### src/wake_bus_timer_pkg.sv
package wake_bus_timer_pkg;

    // register indices as seen in the serial command byte
    localparam logic [6:0] ADDR_WAKE_PULL = 7'h08;
    localparam logic [6:0] ADDR_BUS_FLASH = 7'h0b;
    localparam logic [6:0] ADDR_CYC_TIMER = 7'h0c;

    // values after power-on and soft reset
    localparam logic [7:0] RST_WAKE_PULL  = 8'h00;
    localparam logic [7:0] RST_BUS_FLASH  = 8'h00;
    localparam logic [7:0] RST_CYC_TIMER  = 8'h00;

    // implemented bits; everything else is reserved and reads zero
    localparam logic [7:0] MASK_WAKE_PULL = 8'hc3;
    localparam logic [7:0] MASK_BUS_FLASH = 8'h10;
    localparam logic [7:0] MASK_CYC_TIMER = 8'h7f;

    // field positions
    localparam int WPULL_LSB = 0;
    localparam int GPULL_LSB = 6;
    localparam int FLASH_BIT = 4;
    localparam int ON_LSB    = 4;
    localparam int PER_LSB   = 0;

    // pull selection codes
    localparam logic [1:0] PULL_NONE = 2'h0;
    localparam logic [1:0] PULL_DOWN = 2'h1;
    localparam logic [1:0] PULL_UP   = 2'h2;
    localparam logic [1:0] PULL_AUTO = 2'h3;

    // on-time codes that do not run the timer
    localparam logic [2:0] ON_STOP_LOW  = 3'h0;
    localparam logic [2:0] ON_STOP_HIGH = 3'h6;
    localparam logic [2:0] ON_RSVD      = 3'h7;

    // serial frame layout
    localparam logic [4:0] CMD_BITS   = 5'd8;
    localparam logic [4:0] FRAME_BITS = 5'd16;
    localparam logic [4:0] OVER_BITS  = 5'd17;

    // timing: the timer counts in ticks of 0.1 ms
    localparam int CLK_HZ       = 10_000_000;
    localparam int TICK_US      = 100;
    localparam int TICK_CYC_DEF = TICK_US * (CLK_HZ / 1_000_000);
    localparam int TW           = 20;

    typedef enum logic [2:0] {
        SPI_IDLE = 3'b001,
        SPI_CMD  = 3'b010,
        SPI_DAT  = 3'b100
    } spi_st_t;

    typedef struct packed {
        logic [2:0] on_code;
        logic [3:0] per_code;
    } tmr_cfg_t;

    function automatic logic [TW-1:0] us_ticks(input int us);
        return TW'(us / TICK_US);
    endfunction

    // on-time table; stop codes give zero
    function automatic logic [TW-1:0] on_ticks(input logic [2:0] c);
        case (c)
            3'h1:    return us_ticks(100);
            3'h2:    return us_ticks(300);
            3'h3:    return us_ticks(1_000);
            3'h4:    return us_ticks(10_000);
            3'h5:    return us_ticks(20_000);
            default: return '0;
        endcase
    endfunction

    // period table; codes above the last printed one hold 100 s
    function automatic logic [TW-1:0] per_ticks(input logic [3:0] c);
        case (c)
            4'h0:    return us_ticks(10_000);
            4'h1:    return us_ticks(20_000);
            4'h2:    return us_ticks(50_000);
            4'h3:    return us_ticks(100_000);
            4'h4:    return us_ticks(200_000);
            4'h5:    return us_ticks(500_000);
            4'h6:    return us_ticks(1_000_000);
            4'h7:    return us_ticks(2_000_000);
            4'h8:    return us_ticks(5_000_000);
            4'h9:    return us_ticks(10_000_000);
            4'ha:    return us_ticks(20_000_000);
            4'hb:    return us_ticks(50_000_000);
            default: return us_ticks(100_000_000);
        endcase
    endfunction

endpackage
### src/cyclic_timer.sv
`timescale 1ns/1ps
module cyclic_timer
    import wake_bus_timer_pkg::*;
#(
    parameter int TICK_CYCLES = TICK_CYC_DEF
) (
    input  wire logic     clk_i,
    input  wire logic     rst_n_i,
    input  wire tmr_cfg_t cfg_i,
    input  wire logic     load_i,
    input  wire logic     wake_en_i,
    output logic          high_side_out_o,
    output logic          wake_evt_o
);

    logic [31:0]   presc_r;
    logic [TW-1:0] per_cnt_r;
    logic          running;
    logic          tick;
    logic          per_end;

    // only codes 1..5 run; stop codes and the reserved code hold still
    assign running = (cfg_i.on_code != ON_STOP_LOW) && (cfg_i.on_code != ON_STOP_HIGH)
                     && (cfg_i.on_code != ON_RSVD);
    assign tick    = running && (presc_r == 32'(TICK_CYCLES - 1));
    assign per_end = per_cnt_r == (per_ticks(cfg_i.per_code) - TW'(1));

    // tick prescaler; a new setting restarts the cycle from its start
    always_ff @(posedge clk_i)
    begin
        if (!rst_n_i || load_i || !running)
            presc_r <= '0;
        else if (tick)
            presc_r <= '0;
        else
            presc_r <= presc_r + 32'd1;
    end

    // position inside the period, in ticks
    always_ff @(posedge clk_i)
    begin
        if (!rst_n_i || load_i || !running)
            per_cnt_r <= '0;
        else if (tick)
            per_cnt_r <= per_end ? '0 : per_cnt_r + TW'(1);
    end

    // switch drive: on phase at the start of each period
    always_ff @(posedge clk_i)
    begin
        if (!rst_n_i)
            high_side_out_o <= 1'b0;
        else if (running)
            high_side_out_o <= per_cnt_r < on_ticks(cfg_i.on_code);
        else
            high_side_out_o <= cfg_i.on_code == ON_STOP_HIGH;
    end

    // wake runs beside sense, sharing the same period
    always_ff @(posedge clk_i)
    begin
        if (!rst_n_i)
            wake_evt_o <= 1'b0;
        else
            wake_evt_o <= wake_en_i && tick && per_end;
    end
endmodule // cyclic_timer

### src/wake_bus_timer_ctrl_regs.sv
`timescale 1ns/1ps
// Notes on behaviour
// - wake pin pull field bits 1:0: none, down, up, automatic.
// - general pin pull field bits 7:6, same codes, only when pin is wake input.
// - reserved bits ignore writes and read as zero.
// - pull register clears on power-on and soft reset; restart keeps both fields.
// - bus register bit 4 selects flash mode, removing slew control above 5 MBaud.
// - flash bit clears on power-on and soft reset, survives restart.
// - on-time bits 6:4 decode to 0.1, 0.3, 1, 10, 20 ms; 111 reserved.
// - on-time 000 stops timer output low; 110 stops it output high.
// - period bits 3:0 decode 10 ms up to 100 s in increasing steps.
// - software assigns timer first; timer starts once a running on-time is set.
// - sense selected and switch cleared in restart mode clears timer fields.
// - timer wake while sense runs gives both sense and wake together.
// - new timer setting takes effect at chip-select rise ending the write.
// - timer register clears on power-on, soft reset and restart.
// - a separate wake control enable decides if the timer is a wake source.
module wake_bus_timer_ctrl_regs
    import wake_bus_timer_pkg::*;
#(
    parameter int TICK_CYCLES = TICK_CYC_DEF
) (
    input  wire logic clk_i,
    input  wire logic rst_n_i,
    input  wire logic soft_reset_i,
    input  wire logic restart_i,
    input  wire logic restart_mode_i,
    input  wire logic cyc_sense_sel_i,
    input  wire logic gp_hs_cleared_i,
    input  wire logic gp_is_wake_i,
    input  wire logic cyc_wake_source_en,
    input  wire logic serial_chip_select_n,
    input  wire logic sclk_i,
    input  wire logic mosi_i,
    output logic      miso_o,
    output logic [1:0] wake_pin_pull_sel,
    output logic [1:0] gp_pin_wake_pull_sel,
    output logic      flash_mode_o,
    output logic      high_side_out,
    output logic      cyc_wake_evt_o
);

    logic [7:0]  wake_pull_r;
    logic [7:0]  bus_flash_r;
    tmr_cfg_t    cyc_cfg_r;
    logic        cfg_load_r;
    spi_st_t     spi_st_r;
    logic        cs_n_prev_r;
    logic        sclk_prev_r;
    logic [4:0]  bit_cnt_r;
    logic [15:0] shift_in_r;
    logic [7:0]  miso_sh_r;
    logic        cs_fall;
    logic        cs_rise;
    logic        sclk_rise;
    logic        sclk_fall;
    logic        commit;
    logic [6:0]  wr_addr;
    logic [7:0]  wr_data;
    logic        tmr_clear;
    logic        tmr_write;

    ////////////////////////////////////////////////////////////////////////////
    // serial frame: command byte (bit 7 write, 6:0 index), then data byte, msb first

    assign cs_fall   = cs_n_prev_r && !serial_chip_select_n;
    assign cs_rise   = !cs_n_prev_r && serial_chip_select_n;
    assign sclk_rise = !serial_chip_select_n && !sclk_prev_r && sclk_i;
    assign sclk_fall = !serial_chip_select_n && sclk_prev_r && !sclk_i;
    assign wr_addr   = shift_in_r[14:8];
    assign wr_data   = shift_in_r[7:0];
    // frames of any other length are dropped whole
    assign commit    = cs_rise && (bit_cnt_r == FRAME_BITS) && shift_in_r[15];

    // read mux; unmapped indices answer zero
    function automatic logic [7:0] rd_mux(input logic [6:0] a);
        if (a == ADDR_WAKE_PULL)
            return wake_pull_r & MASK_WAKE_PULL;
        else if (a == ADDR_BUS_FLASH)
            return bus_flash_r & MASK_BUS_FLASH;
        else if (a == ADDR_CYC_TIMER)
            return {1'b0, cyc_cfg_r};
        else
            return 8'h00;
    endfunction

    // edge history of the serial pins
    always_ff @(posedge clk_i)
    begin
        if (!rst_n_i)
        begin
            cs_n_prev_r <= 1'b1;
            sclk_prev_r <= 1'b0;
        end
        else
        begin
            cs_n_prev_r <= serial_chip_select_n;
            sclk_prev_r <= sclk_i;
        end
    end

    // bit capture and phase tracking
    always_ff @(posedge clk_i)
    begin
        if (!rst_n_i)
        begin
            spi_st_r   <= SPI_IDLE;
            bit_cnt_r  <= '0;
            shift_in_r <= '0;
        end
        else
        begin
            case (spi_st_r)
                SPI_IDLE:
                    if (cs_fall)
                    begin
                        spi_st_r  <= SPI_CMD;
                        bit_cnt_r <= '0;
                    end
                SPI_CMD, SPI_DAT:
                    if (serial_chip_select_n)
                        spi_st_r <= SPI_IDLE;
                    else if (sclk_rise)
                    begin
                        shift_in_r <= {shift_in_r[14:0], mosi_i};
                        // saturate so long frames never alias to a valid length
                        if (bit_cnt_r != OVER_BITS)
                            bit_cnt_r <= bit_cnt_r + 5'd1;
                        if (bit_cnt_r == CMD_BITS - 5'd1)
                            spi_st_r <= SPI_DAT;
                    end
                default:
                    spi_st_r <= SPI_IDLE;
            endcase
        end
    end

    // read data loads after the command byte and shifts on falling clock
    always_ff @(posedge clk_i)
    begin
        if (!rst_n_i || serial_chip_select_n)
        begin
            miso_sh_r <= '0;
            miso_o    <= 1'b0;
        end
        else if (spi_st_r == SPI_CMD && sclk_rise && bit_cnt_r == CMD_BITS - 5'd1)
            miso_sh_r <= rd_mux({shift_in_r[5:0], mosi_i});
        else if (spi_st_r == SPI_DAT && sclk_fall)
        begin
            miso_o    <= miso_sh_r[7];
            miso_sh_r <= {miso_sh_r[6:0], 1'b0};
        end
    end

    ////////////////////////////////////////////////////////////////////////////
    // register storage; resets win over a write in the same cycle

    always_ff @(posedge clk_i)
    begin
        if (!rst_n_i || soft_reset_i)
            wake_pull_r <= RST_WAKE_PULL;
        else if (commit && wr_addr == ADDR_WAKE_PULL)
            wake_pull_r <= wr_data & MASK_WAKE_PULL;
    end

    always_ff @(posedge clk_i)
    begin
        if (!rst_n_i || soft_reset_i)
            bus_flash_r <= RST_BUS_FLASH;
        else if (commit && wr_addr == ADDR_BUS_FLASH)
            bus_flash_r <= wr_data & MASK_BUS_FLASH;
    end

    // switch clear in restart would otherwise leave sense misreading the pin
    assign tmr_clear = soft_reset_i || restart_i
                       || (restart_mode_i && cyc_sense_sel_i && gp_hs_cleared_i);
    assign tmr_write = commit && wr_addr == ADDR_CYC_TIMER;

    always_ff @(posedge clk_i)
    begin
        if (!rst_n_i || tmr_clear)
            cyc_cfg_r <= tmr_cfg_t'(RST_CYC_TIMER[6:0]);
        else if (tmr_write)
            cyc_cfg_r <= tmr_cfg_t'(wr_data[6:0]);
    end

    // restart the cycle whenever the setting changes
    always_ff @(posedge clk_i)
    begin
        if (!rst_n_i)
            cfg_load_r <= 1'b0;
        else
            cfg_load_r <= tmr_clear || tmr_write;
    end

    ////////////////////////////////////////////////////////////////////////////
    // pin controls

    assign wake_pin_pull_sel = wake_pull_r[WPULL_LSB +: 2];
    assign flash_mode_o      = bus_flash_r[FLASH_BIT];

    // general pin pull only applies while that pin serves as wake input
    always_ff @(posedge clk_i)
    begin
        if (!rst_n_i)
            gp_pin_wake_pull_sel <= PULL_NONE;
        else
            gp_pin_wake_pull_sel <= gp_is_wake_i ? wake_pull_r[GPULL_LSB +: 2] : PULL_NONE;
    end

    cyclic_timer #(
        .TICK_CYCLES (TICK_CYCLES)
    ) u_timer (
        .clk_i           (clk_i),
        .rst_n_i         (rst_n_i),
        .cfg_i           (cyc_cfg_r),
        .load_i          (cfg_load_r),
        .wake_en_i       (cyc_wake_source_en),
        .high_side_out_o (high_side_out),
        .wake_evt_o      (cyc_wake_evt_o)
    );
endmodule // wake_bus_timer_ctrl_regs

### config.mk
export PLATFORM = sky130hd
export DESIGN_NAME = wake_bus_timer_ctrl_regs
export DESIGN_NICKNAME = d
export VERILOG_FILES = /design/src/wake_bus_timer_pkg.sv /design/src/cyclic_timer.sv /design/src/wake_bus_timer_ctrl_regs.sv
export SDC_FILE = /design/constraint.sdc
export NUM_CORES = 1
export LEC_CHECK = 0
export BUFFER_PORTS_ARGS = -buffer_cell sky130_fd_sc_hd__buf_2
export CAP_MARGIN = 20
export CORE_MARGIN = 2
export CORE_UTILIZATION = 25
export DETAILED_ROUTE_END_ITERATION = 8
export GPL_TIMING_DRIVEN = 1
export HOLD_SLACK_MARGIN = 0.05
export MAX_ROUTING_LAYER = met4
export PLACE_DENSITY_LB_ADDON = 0.3
export REMOVE_ABC_BUFFERS = 1
export SYNTH_ARGS = -nofsm -noshare
export SYNTH_HDL_FRONTEND = slang
export SYNTH_HIERARCHICAL = 1
export SYNTH_SLANG_ARGS = --single-unit
### constraint.sdc
create_clock -name clk_i -period 4.5 [get_ports clk_i]
set_clock_uncertainty 0.05 [all_clocks]
set_input_delay 1.125 -clock clk_i [delete_from_list [all_inputs] [get_ports clk_i]]
set_output_delay 1.125 -clock clk_i [all_outputs]
set_load 0.01 [all_outputs]
# Word level (Yosys, flattened, before mapping)
# Memories as Yosys holds them, arrays and structs flattened. A register that Yosys moved wholly into a read port is not among the register bits.
# Cells that the tools add are included.
[totals] reg_bits=104 mem_bits_ro=288 word_cells=120 memories=1
[memory_table] name="(name not given)" words=16 word_bits=18 rd=1 rd_ports_with_merged_regs=1 wr=0 line_no="wake_bus_timer_pkg.sv:76" source="case (c)"
[op_classes] n_addsub=4 magnitude_cmp=1 eq_ne=28 mux=22 bitwise=2 n_reduce_logical=45
[ops] op="2-to-1 mux 20 bit" count=3
[ops] op="equality test 7 x 4 -> 1 bit (second input constant)" count=6
[ops] op="case mux 8 bit (5 select lines)" count=1
[ops] op="adder 32 x 1 -> 32 bit (second input constant)" count=1
[ops] op="equality test 32 x 10 -> 1 bit (second input constant)" count=1
[ops] op="2-to-1 mux 8 bit" count=3
[ops] op="logical AND 1 bit" count=21
[ops] op="adder 20 x 1 -> 20 bit (second input constant)" count=1
[ops] op="equality test 20 bit" count=1
[ops] op="< comparator 20 bit" count=1
[ops] op="2-to-1 mux 5 bit" count=4
[ops] op="subtractor 20 x 1 -> 20 bit (second input constant)" count=1
[ops] op="2-to-1 mux 7 bit" count=2
[ops] op="equality test 3 bit (second input constant)" count=4
[ops] op="2-to-1 mux 3 bit" count=4
[ops] op="inequality test 3 bit (second input constant)" count=4
[ops] op="case mux 5 bit (2 select lines)" count=1
[ops] op="equality test 3 x 2 -> 1 bit (second input constant)" count=3
[ops] op="logical OR 1 bit" count=8
[ops] op="2-to-1 mux 4 bit" count=2
[ops] op="inequality test 2 bit (second input constant)" count=4
[ops] op="equality test 3 x 1 -> 1 bit (second input constant)" count=2
[ops] op="logical NOT 1 bit" count=6
[ops] op="case mux 3 bit (2 select lines)" count=1
[ops] op="12 further kinds" count=17

# Depth between registers and ports, before layout
# Gate-level depths: netlist (run 1).
[logic_depth] depth_word=7 mapped_depth=13 depth_no_buf=11

# Modules after synthesis
# The synthesis (run 1) kept the hierarchy.
[by_module_without_submodules] module="cyclic_timer" n_inst=1 cells_per_inst=443 area_per_inst_um2=3693.5 seq_area_each_um2=1081.0
[by_module_without_submodules] module="wake_bus_timer_ctrl_regs" n_inst=1 cells_per_inst=231 area_per_inst_um2=2272.2 seq_area_each_um2=1001.0

# Worst setup path after synthesis (run 1)
# Ideal clock, no wire load.
[synth_path] kind="reg2reg" startpoint="reg cyc_cfg_r[3] (netlist name)" endpoint="reg u_timer.per_cnt_r[10]" setup_time_ns=0.136 t_arrival_ns=2.646 required_time_ns=4.314 setup_slack_ns=1.668 path_stages_with_launch=13 n_path_buf=4 period_less_slack_ns=2.832 cell_sequence="dfxtp_1 -> buf_4 -> buf_6 -> buf_2 -> or3_1 -> ha_1 -> xor2_1 -> o2111ai_1 -> nor4b_2 -> o2111ai_4 -> nor2_8 -> buf_8 -> nor3_2"
[synth_rtl] item="end signal: assignment" line_no="cyclic_timer.sv:45" source="per_cnt_r <= per_end ? '0 : per_cnt_r + TW'(1);"
[synth_rtl] item="end: declaration" line_no="cyclic_timer.sv:17" source="logic [TW-1:0] per_cnt_r;"

==> results.toml, run 1 <==
[status]
status = "complete, no violations"

[cells_and_area]
final_util_pct = 28.0
final_cell_area_um2 = 6570
final_layout_size_suffix_gt1_share_pct = 11.4
nFillCells = 2535
fin_nets = 704
areaGrowthSynthToFinish_pct = 10.2
antenna_cells = 0

[floorplan]
core-area_um2 = 23500
rows = 56
die-area_um2 = 25100
ios = 20
initial_utilization_pct = 25.4
die_x_um = 158
fp.dieH_um = 158

[detailed_routing]
route.vias.total = 4628
totalWireLength_um = 13200
drtIter0Drc = 273
ant_nets = 0
firstDrtPassIters = 7
vias_per_cell = 4.66
routedWlPerCell_um = 13.3
drc = 0

[global_route]
grt_max_degree = 33
antenna_found_initial = 0
grt_pass1_vias = 4234
grt_pass1_wl_um = 21800
grt.overflow.total = 0
grt_usage_pct = 11.2

[clocking]
cts_setup_buffers = 0
cts_sinks = 104
clock_latency_ns = 0.35
ctsHoldBuffers = 0
htree_levels = 3
cts_buffers = 9
clockBufferDepth = 2
cts-root-buf = "clkbuf_16"
cts_tree = "yes"
clk_pin_slew_ns = 0.07
cts_resized = 0

[synthesis]
seq_area_frac_synth_pct = 34.9
avgSynthCellArea_um2 = 8.85
syn_inst = 674
yosys_most_used_dff = "dfxtp_1"
synth-edff-count = 0
synth_area_um2 = 5970
ys_ff_latch = 104
synth.distinct_cells = 74
synth_top_cell_by_area = "dfxtp_1"
ys_top_cells_by_area = "dfxtp_1 35%, mux2i_1 5.4%, nor2_1 4.7%"
yosysWarnings = 6
ys_async_sr_fraction_pct = 0
yosysTopAreaCellShare_pct = 34.9

[sta]
holdWs_ns = 0.397
grt_setup_unrepaired = "false"
fmax_mhz = 315
slew_viol_final = 0
timing.final.crit_period_ns = 3.17
setup_viol = 0
finalSetupTns_ns = 0
period_share_pct = 70.6
max_slew_margin_pct = 31.7
tightest_slew_ns = 1.02
fin_ws_ns = 1.33
finalHoldViolations = 0

[critical_path]
slowest_delay_ns = 0.88
path_cells = "nand2_1 -> a21o_1 -> ha_1 -> xor2_1 -> o2111ai_1 -> nor4b_2 -> o2111ai_4 -> nor2_8 -> and3_1"
slowest_stage = "dfxtp_1"
cp.required_ns = 4.75
crit_arrival_ns = 3.42
cpLargestDelayFamily = "simple AND/OR/NAND/NOR gates"
setup.worst_path.start = "cyc_cfg_r[2]"
cp-start-kind = "register"
r2r_start = "cyc_cfg_r[2]"
criticalPathCategory = "reg -> reg"
cp-end-kind = "register"
cp_max_fo = 31
critPathBufInv = 0

[placed_design]
place_ws_ns = 1.32
port_buffers = 19
gp_congestion = 0.819
dp_hpwl_um = 9520
place_area_um2 = 6280

[hold_path]
min_from = "u_timer/presc_r[0]"
min_path_type = "reg -> reg"

[job]
cap_violations = 0

[pwr]
peakVddDrop_uv = 167
leakagePower_uw = 0.00220
power.density_nw_per_um2 = 265
## final timing paths
| kind | cells after the start | to | slack [ns] |
|---|---|---|---|
| setup / recovery | 9 | u_timer/wake_evt_o | 1.33 |
| hold / removal | 1 | u_timer/presc_r[0] | 0.40 |
| setup reg to reg | 9 | u_timer/wake_evt_o | 1.33 |
| hold reg to reg | 1 | u_timer/presc_r[0] | 0.40 |
## metrics by stage
step | instances | total power [µW]
2_1_floorplan | 639 | 962
3_5_place_dp | 979 | 979
6_report | 994 | 1740
4_1_cts | 994 | 1770
3_3_place_gp | 979 | 979
5_1_grt | 994 | 1810
## metal layers
| metal | track usage, % | vias up | share of wire (%) |
|---|---|---|---|
| met4 | 4.03 | 0 | 1.8 |
| li1 | - | 2386 | - |
| met5 | - | - | 0 |
| met2 | 16.6 | 28 | 44 |
| met1 | 15.5 | 2198 | 53 |
| met3 | 1.74 | 16 | 1.5 |
## state kept, by name (all words and copies together), names as in the netlist
register and count:
u_timer/presc_r 32, u_timer/per_cnt_r 20, shift_in_r 16, miso_sh_r 8, cyc_cfg_r 7, bit_cnt_r 5, wake_pull_r 4, spi_st_r 3
gp_pin_wake_pull_sel 2, bus_flash_r 1, cfg_load_r 1, cs_n_prev_r 1, miso_o 1, sclk_prev_r 1, u_timer/high_side_out_o 1, u_timer/wake_evt_o 1
## power by group
group	switching [µW]	internal (µW)
combinational	19.1	12.9
clock	356	431
sequential	2.98	922
## cells in the mapped netlist (15+ instances only)
cell type / count
nor2b_1: 24
ha_1: 21
xor2_1: 27
nand3_1: 22
xnor2_1: 28
mux2i_1: 32
dfxtp_1: 104
nor2_1: 74
nand2_1: 57
nand4_1: 15
clkbuf_1: 15
inv_1: 22
and3_1: 15
## cell type report
type,instances,area (µm²),share of cell area [%]
multi-input combinational,512,3600,54.8
sequential,104,2080,31.7
clock inverter,6,67.6,1.03
tap,319,399,6.07
inverter,23,86.3,1.31
timing repair buffer,21,110,1.67
clock buffer,9,225,3.43
## cells in the final DEF (no fill, tap or decap), types with 6 or more instances in the layout
cell / n
dfxtp_1: 104
buf_2: 19
nand4_1: 15
nand2b_1: 8
ha_1: 21
mux2i_1: 32
clkbuf_16: 9
o21ai_0: 12
xnor2_1: 28
nor3b_1: 7
nor3_2: 14
nor3_1: 11
nor4_1: 13
a31oi_1: 7
a21oi_1: 14
inv_1: 22
nor2_1: 74
and3_1: 15
xor2_1: 27
or3_1: 6
nand2_1: 57
and2_1: 6
nand3_1: 22
and4_1: 7
or2_2: 6
nor2b_1: 24
## worst register-to-register path: stages (launching register included)
cell and delay (ns):
dfxtp_1 0.88, nand2_1 0.20, a21o_1 0.21, ha_1 0.28
xor2_1 0.15, o2111ai_1 0.14, nor4b_2 0.38, o2111ai_4 0.28
nor2_8 0.35, and3_1 0.21
## cell families after synthesis
kind of cell / synth area share, %
AND/OR/NAND/NOR: 32.8
flip-flops: 34.9
XOR/XNOR: 8.07
multiplexers: 5.56
adder cells (fa/ha/maj): 4.40
buffers and inverters: 4.70
AO/OA/AOI/OAI: 9.61
No activity file was read; power rests on OpenSTA's default activity.
==> run 2, diff against run 1 <==
Clock period 4.5 ns to 3.2 ns, I/O delays scaled along.
==> results.toml, run 2 (same netlist as run 1, synthesis figures left out) <==
[detailed_routing]
routedWlPerCell_um = 13.4
firstDrtPassIters = 5
route.vias.total = 4699
met1_length_um = 6920
ant_nets = 0
drc = 0
wl_met2_um = 5910
drtIter0Drc = 277
totalWireLength_um = 13500
vias_per_cell = 4.67
wl_met3_um = 353
top_layer_used = "met4"

[critical_path]
crit_arrival_ns = 3.13
slowest_delay_ns = 0.52
r2r_slack_ns = 0.33
slowest_stage = "dfxtp_1"
cp_max_fo = 20
path_cells = "or3_1 -> ha_1 -> xor2_1 -> o2111ai_1 -> nor4b_2 -> o2111ai_4 -> nor2_8 -> and3_1"
cp.required_ns = 3.45
reg2reg_to = "u_timer/wake_evt_o"
criticalPathCategory = "reg -> reg"
r2r_start = "cyc_cfg_r[3]"
endpoint = "u_timer/wake_evt_o"
setup.worst_path.start = "cyc_cfg_r[3]"
cp-end-kind = "register"
rr_worst_depth = 8
cp-start-kind = "register"

[status]
status = "complete, no violations"

[global_route]
grt_usage_pct = 11.5
grt.overflow.total = 0
grt_max_degree = 33
grt_pass1_vias = 4262
grt_pass1_wl_um = 22200
antenna_found_initial = 0

[cells_and_area]
seq_area_um2 = 2080
largest_reg_flops = 32
final_cells = 1006
areaGrowthSynthToFinish_pct = 11.8
final_layout_size_suffix_gt1_share_pct = 13.0
largest_register = "u_timer/presc_r"
final_common_cell = "dfxtp_1"
layout_common_cells = "104 x dfxtp_1, 74 x nor2_1, 57 x nand2_1"
nFillCells = 2542
fin_nets = 715
multi_input_area_um2 = 3600
antenna_cells = 0
reg_top3 = "u_timer/presc_r x32, u_timer/per_cnt_r x20, shift_in_r x16"
final_util_pct = 28.4

[sta]
fmax_mhz = 348
max_slew_margin_pct = 51.0
finalSetupTns_ns = 0
finalHoldViolations = 0
period_share_pct = 89.8
grt_setup_unrepaired = "false"
timing.final.crit_period_ns = 2.87
slew_viol_final = 0
setup_viol = 0
tightest_slew_ns = 0.729

[clocking]
cts_sinks = 104
cts_setup_buffers = 0
clock_latency_ns = 0.36
cts_resized = 0
cts-root-buf = "clkbuf_16"
cts_tree = "yes"
clk_pin_slew_ns = 0.07
ctsHoldBuffers = 0
clockBufferDepth = 2
cts_buffers = 9
htree_levels = 3

[floorplan]
core-area_um2 = 23500
rows = 56
die_x_um = 158
fp.dieH_um = 158
initial_utilization_pct = 25.4
ios = 20
die-area_um2 = 25100

[job]
cap_violations = 0

[placed_design]
gp_congestion = 0.817
port_buffers = 19
placedCellCount = 990
dp_hpwl_um = 9690

[pwr]
power.density_nw_per_um2 = 374
peakVddDrop_uv = 274
total_power_uw = 2490
leakagePower_uw = 0.00227

[hold_path]
min_path_type = "reg -> reg"
run 2: changes by cell type in the layout (fill, tap and decap cells not counted):
cell        delta
buf_4         +11
clkinv_2       +1
clkbuf_8       +1
clkinv_4       +1
clkinvlp_4     -2
run 2: worst min-delay path by stage:
stage / startpoint / to / cells past startpoint
2_1_floorplan: u_timer/presc_r[0] / u_timer/presc_r[0] / 1
3_3_place_gp: u_timer/presc_r[0] / u_timer/presc_r[0] / 1
3_5_place_dp: u_timer/presc_r[0] / u_timer/presc_r[0] / 1
4_1_cts: miso_sh_r[0] / miso_sh_r[0] / 2
5_1_grt: u_timer/presc_r[0] / u_timer/presc_r[0] / 1
6_report: u_timer/presc_r[0] / u_timer/presc_r[0] / 1
run 2: cell type report:
class                      instances  area share, %
clock buffer                      10           3.58
sequential                       104           31.2
multi-input combinational        512           54.0
clock inverter                     6          0.994
inverter                          23           1.29
tap                              319           5.98
timing repair buffer              32           2.89
run 2: critical path, delay by kind of cell (launching register included):
kind | cells | cell delay (ns)
compound gates | 2 | 0.43
simple gates | 4 | 1.37
xor+xnor | 1 | 0.14
flops | 1 | 0.52
fa+ha+maj | 1 | 0.31
run 2: per-stage QoR:
| step | worst slack, ns | hold slack, ns | cell area, µm² |
|---|---|---|---|
| floorplan | 0.473 | 0.368 | 5770 |
| global placement | 0.384 | 0.383 | 6360 |
| detailed placement | 0.329 | 0.398 | 6360 |
| CTS | 0.318 | 0.412 | 6670 |
| global route | 0.0868 | 0.436 | 6670 |
| finish | 0.326 | 0.409 | 6670 |
run 2: layer usage:
layer / global-route usage (%) / up-vias
li1: - / 2414
met1: 15.4 / 2205
met2: 17.0 / 62
met3: 1.96 / 18
met4: 4.85 / 0
met5: - / -
run 2: where the power goes:
group          total, µW  internal, µW  switching, µW
Clock               1150           633            513
Combinational       45.8          18.8           27.0
Sequential          1300          1300           4.37
==> run 3, diff against run 2 <==
Settings changed: SETUP_SLACK_MARGIN from default to 0.5.
==> results.toml, run 3 (same netlist as run 1, synthesis figures left out) <==
[cells_and_area]
seq_area_um2 = 2090
final_layout_size_suffix_gt1_share_pct = 15.8
final_common_cell = "dfxtp_1"
nFillCells = 2524
largest_register = "u_timer/presc_r"
fin_nets = 724
reg_top3 = "u_timer/presc_r x32, u_timer/per_cnt_r x20, shift_in_r x16"
largest_reg_flops = 32
final_cells = 1015
multi_input_area_um2 = 3670
layout_common_cells = "100 x dfxtp_1, 74 x nor2_1, 57 x nand2_1"
antenna_cells = 0
areaGrowthSynthToFinish_pct = 14.9

[pwr]
peakVddDrop_uv = 275
power.density_nw_per_um2 = 364
leakagePower_uw = 0.00234

[clocking]
clockBufferDepth = 2
cts-root-buf = "clkbuf_16"
cts_tree = "yes"
htree_levels = 3
cts_sinks = 104
clock_latency_ns = 0.36
clk_pin_slew_ns = 0.08
cts_buffers = 9

[detailed_routing]
routedWlPerCell_um = 13.5
route.vias.total = 4740
ant_nets = 0
vias_per_cell = 4.67
totalWireLength_um = 13700
drtIter0Drc = 278
drc = 0
firstDrtPassIters = 4

[sta]
finalSetupTns_ns = 0
max_slew_margin_pct = 50.9
period_share_pct = 81.9
grt_setup_unrepaired = "true"
holdWs_ns = 0.409
timing.final.crit_period_ns = 2.62
slew_viol_final = 0
fmax_mhz = 382
setup_viol = 0
tightest_slew_ns = 0.731
finalHoldViolations = 0

[floorplan]
ios = 20
die_x_um = 158
core-area_um2 = 23500
die-area_um2 = 25100
fp.dieH_um = 158
rows = 56
initial_utilization_pct = 25.4

[placed_design]
placedCellCount = 990
port_buffers = 19
dp_hpwl_um = 9690
gp_congestion = 0.817

[hold_path]
min_path_type = "reg -> reg"
hold_depth = 2
min_from = "miso_sh_r[0]"
min_to = "miso_sh_r[0]"

[global_route]
grt_usage_pct = 11.5
grt.overflow.total = 0
grt_max_degree = 33
grt_pass1_wl_um = 22300
grt_pass1_vias = 4276
antenna_found_initial = 0

[critical_path]
cp-end-kind = "register"
criticalPathCategory = "reg -> reg"
cp-start-kind = "register"
r2r_slack_ns = 0.58
crit_arrival_ns = 2.87
r2r_start = "cyc_cfg_r[2]"
cp_max_fo = 19
rr_worst_depth = 9
reg2reg_to = "u_timer/wake_evt_o"
cp.required_ns = 3.45

[job]
cap_violations = 0

[status]
status = "complete, no violations"
## run 3: final cells by class
type / instances / area share [%]
multi-input combinational: 512 / 53.6
sequential: 104 / 30.5
tap: 319 / 5.82
timing repair buffer: 41 / 4.40
clock buffer: 10 / 3.49
inverter: 23 / 1.26
clock inverter: 6 / 0.968
## run 3: timing repair
item	CTS	global route
gates cloned	0	1
setup buffers	3	5
gates resized for setup	2	19
setup endpoints to repair	16	50
pin swaps	2	7
hold buffers	0	0
## run 3: metrics by stage
step                utilization, %  setup WS (ns)  total power (µW)  cell area (µm²)
global route                  29.2          0.469              2590             6850
detailed placement            27.1          0.329              1380             6360
finish                        29.2          0.579              2490             6850
global placement              27.1          0.384              1380             6360
CTS                           28.6          0.504              2530             6710
floorplan                        -          0.473              1350             5770
## run 3: worst max-delay path by stage
stage,start,endpoint,slack (ns),depth (start not counted)
3_3_place_gp,cyc_cfg_r[3],u_timer/wake_evt_o,0.38,8
2_1_floorplan,cyc_cfg_r[2],u_timer/wake_evt_o,0.47,9
6_report,cyc_cfg_r[2],u_timer/wake_evt_o,0.58,9
4_1_cts,cyc_cfg_r[1],u_timer/wake_evt_o,0.50,12
3_5_place_dp,cyc_cfg_r[3],u_timer/wake_evt_o,0.33,8
5_1_grt,cyc_cfg_r[0],u_timer/wake_evt_o,0.47,10
## run 3: where the power goes
group | switching, µW | leakage, µW | internal [µW]
clock | 515 | 0.000153 | 633
combinational | 26.8 | 0.00135 | 18.8
sequential | 4.39 | 0.000841 | 1300
## run 3: per-layer routing
metal	GRT usage (%)	up-vias	routed length, µm
li1	-	2433	-
met1	15.5	2218	6980
met2	17.1	71	6050
met3	1.96	18	403
met4	4.85	0	306
met5	-	-	0
## run 3: worst max-delay path: stages, from the launching register on
cell       delay, ns
dfxtp_2         0.45
buf_4           0.26
nor3b_2         0.27
nor3_1          0.11
a211o_1         0.30
a211oi_1        0.43
o2111ai_4       0.22
nor2_8          0.18
buf_12          0.14
and3_1          0.14
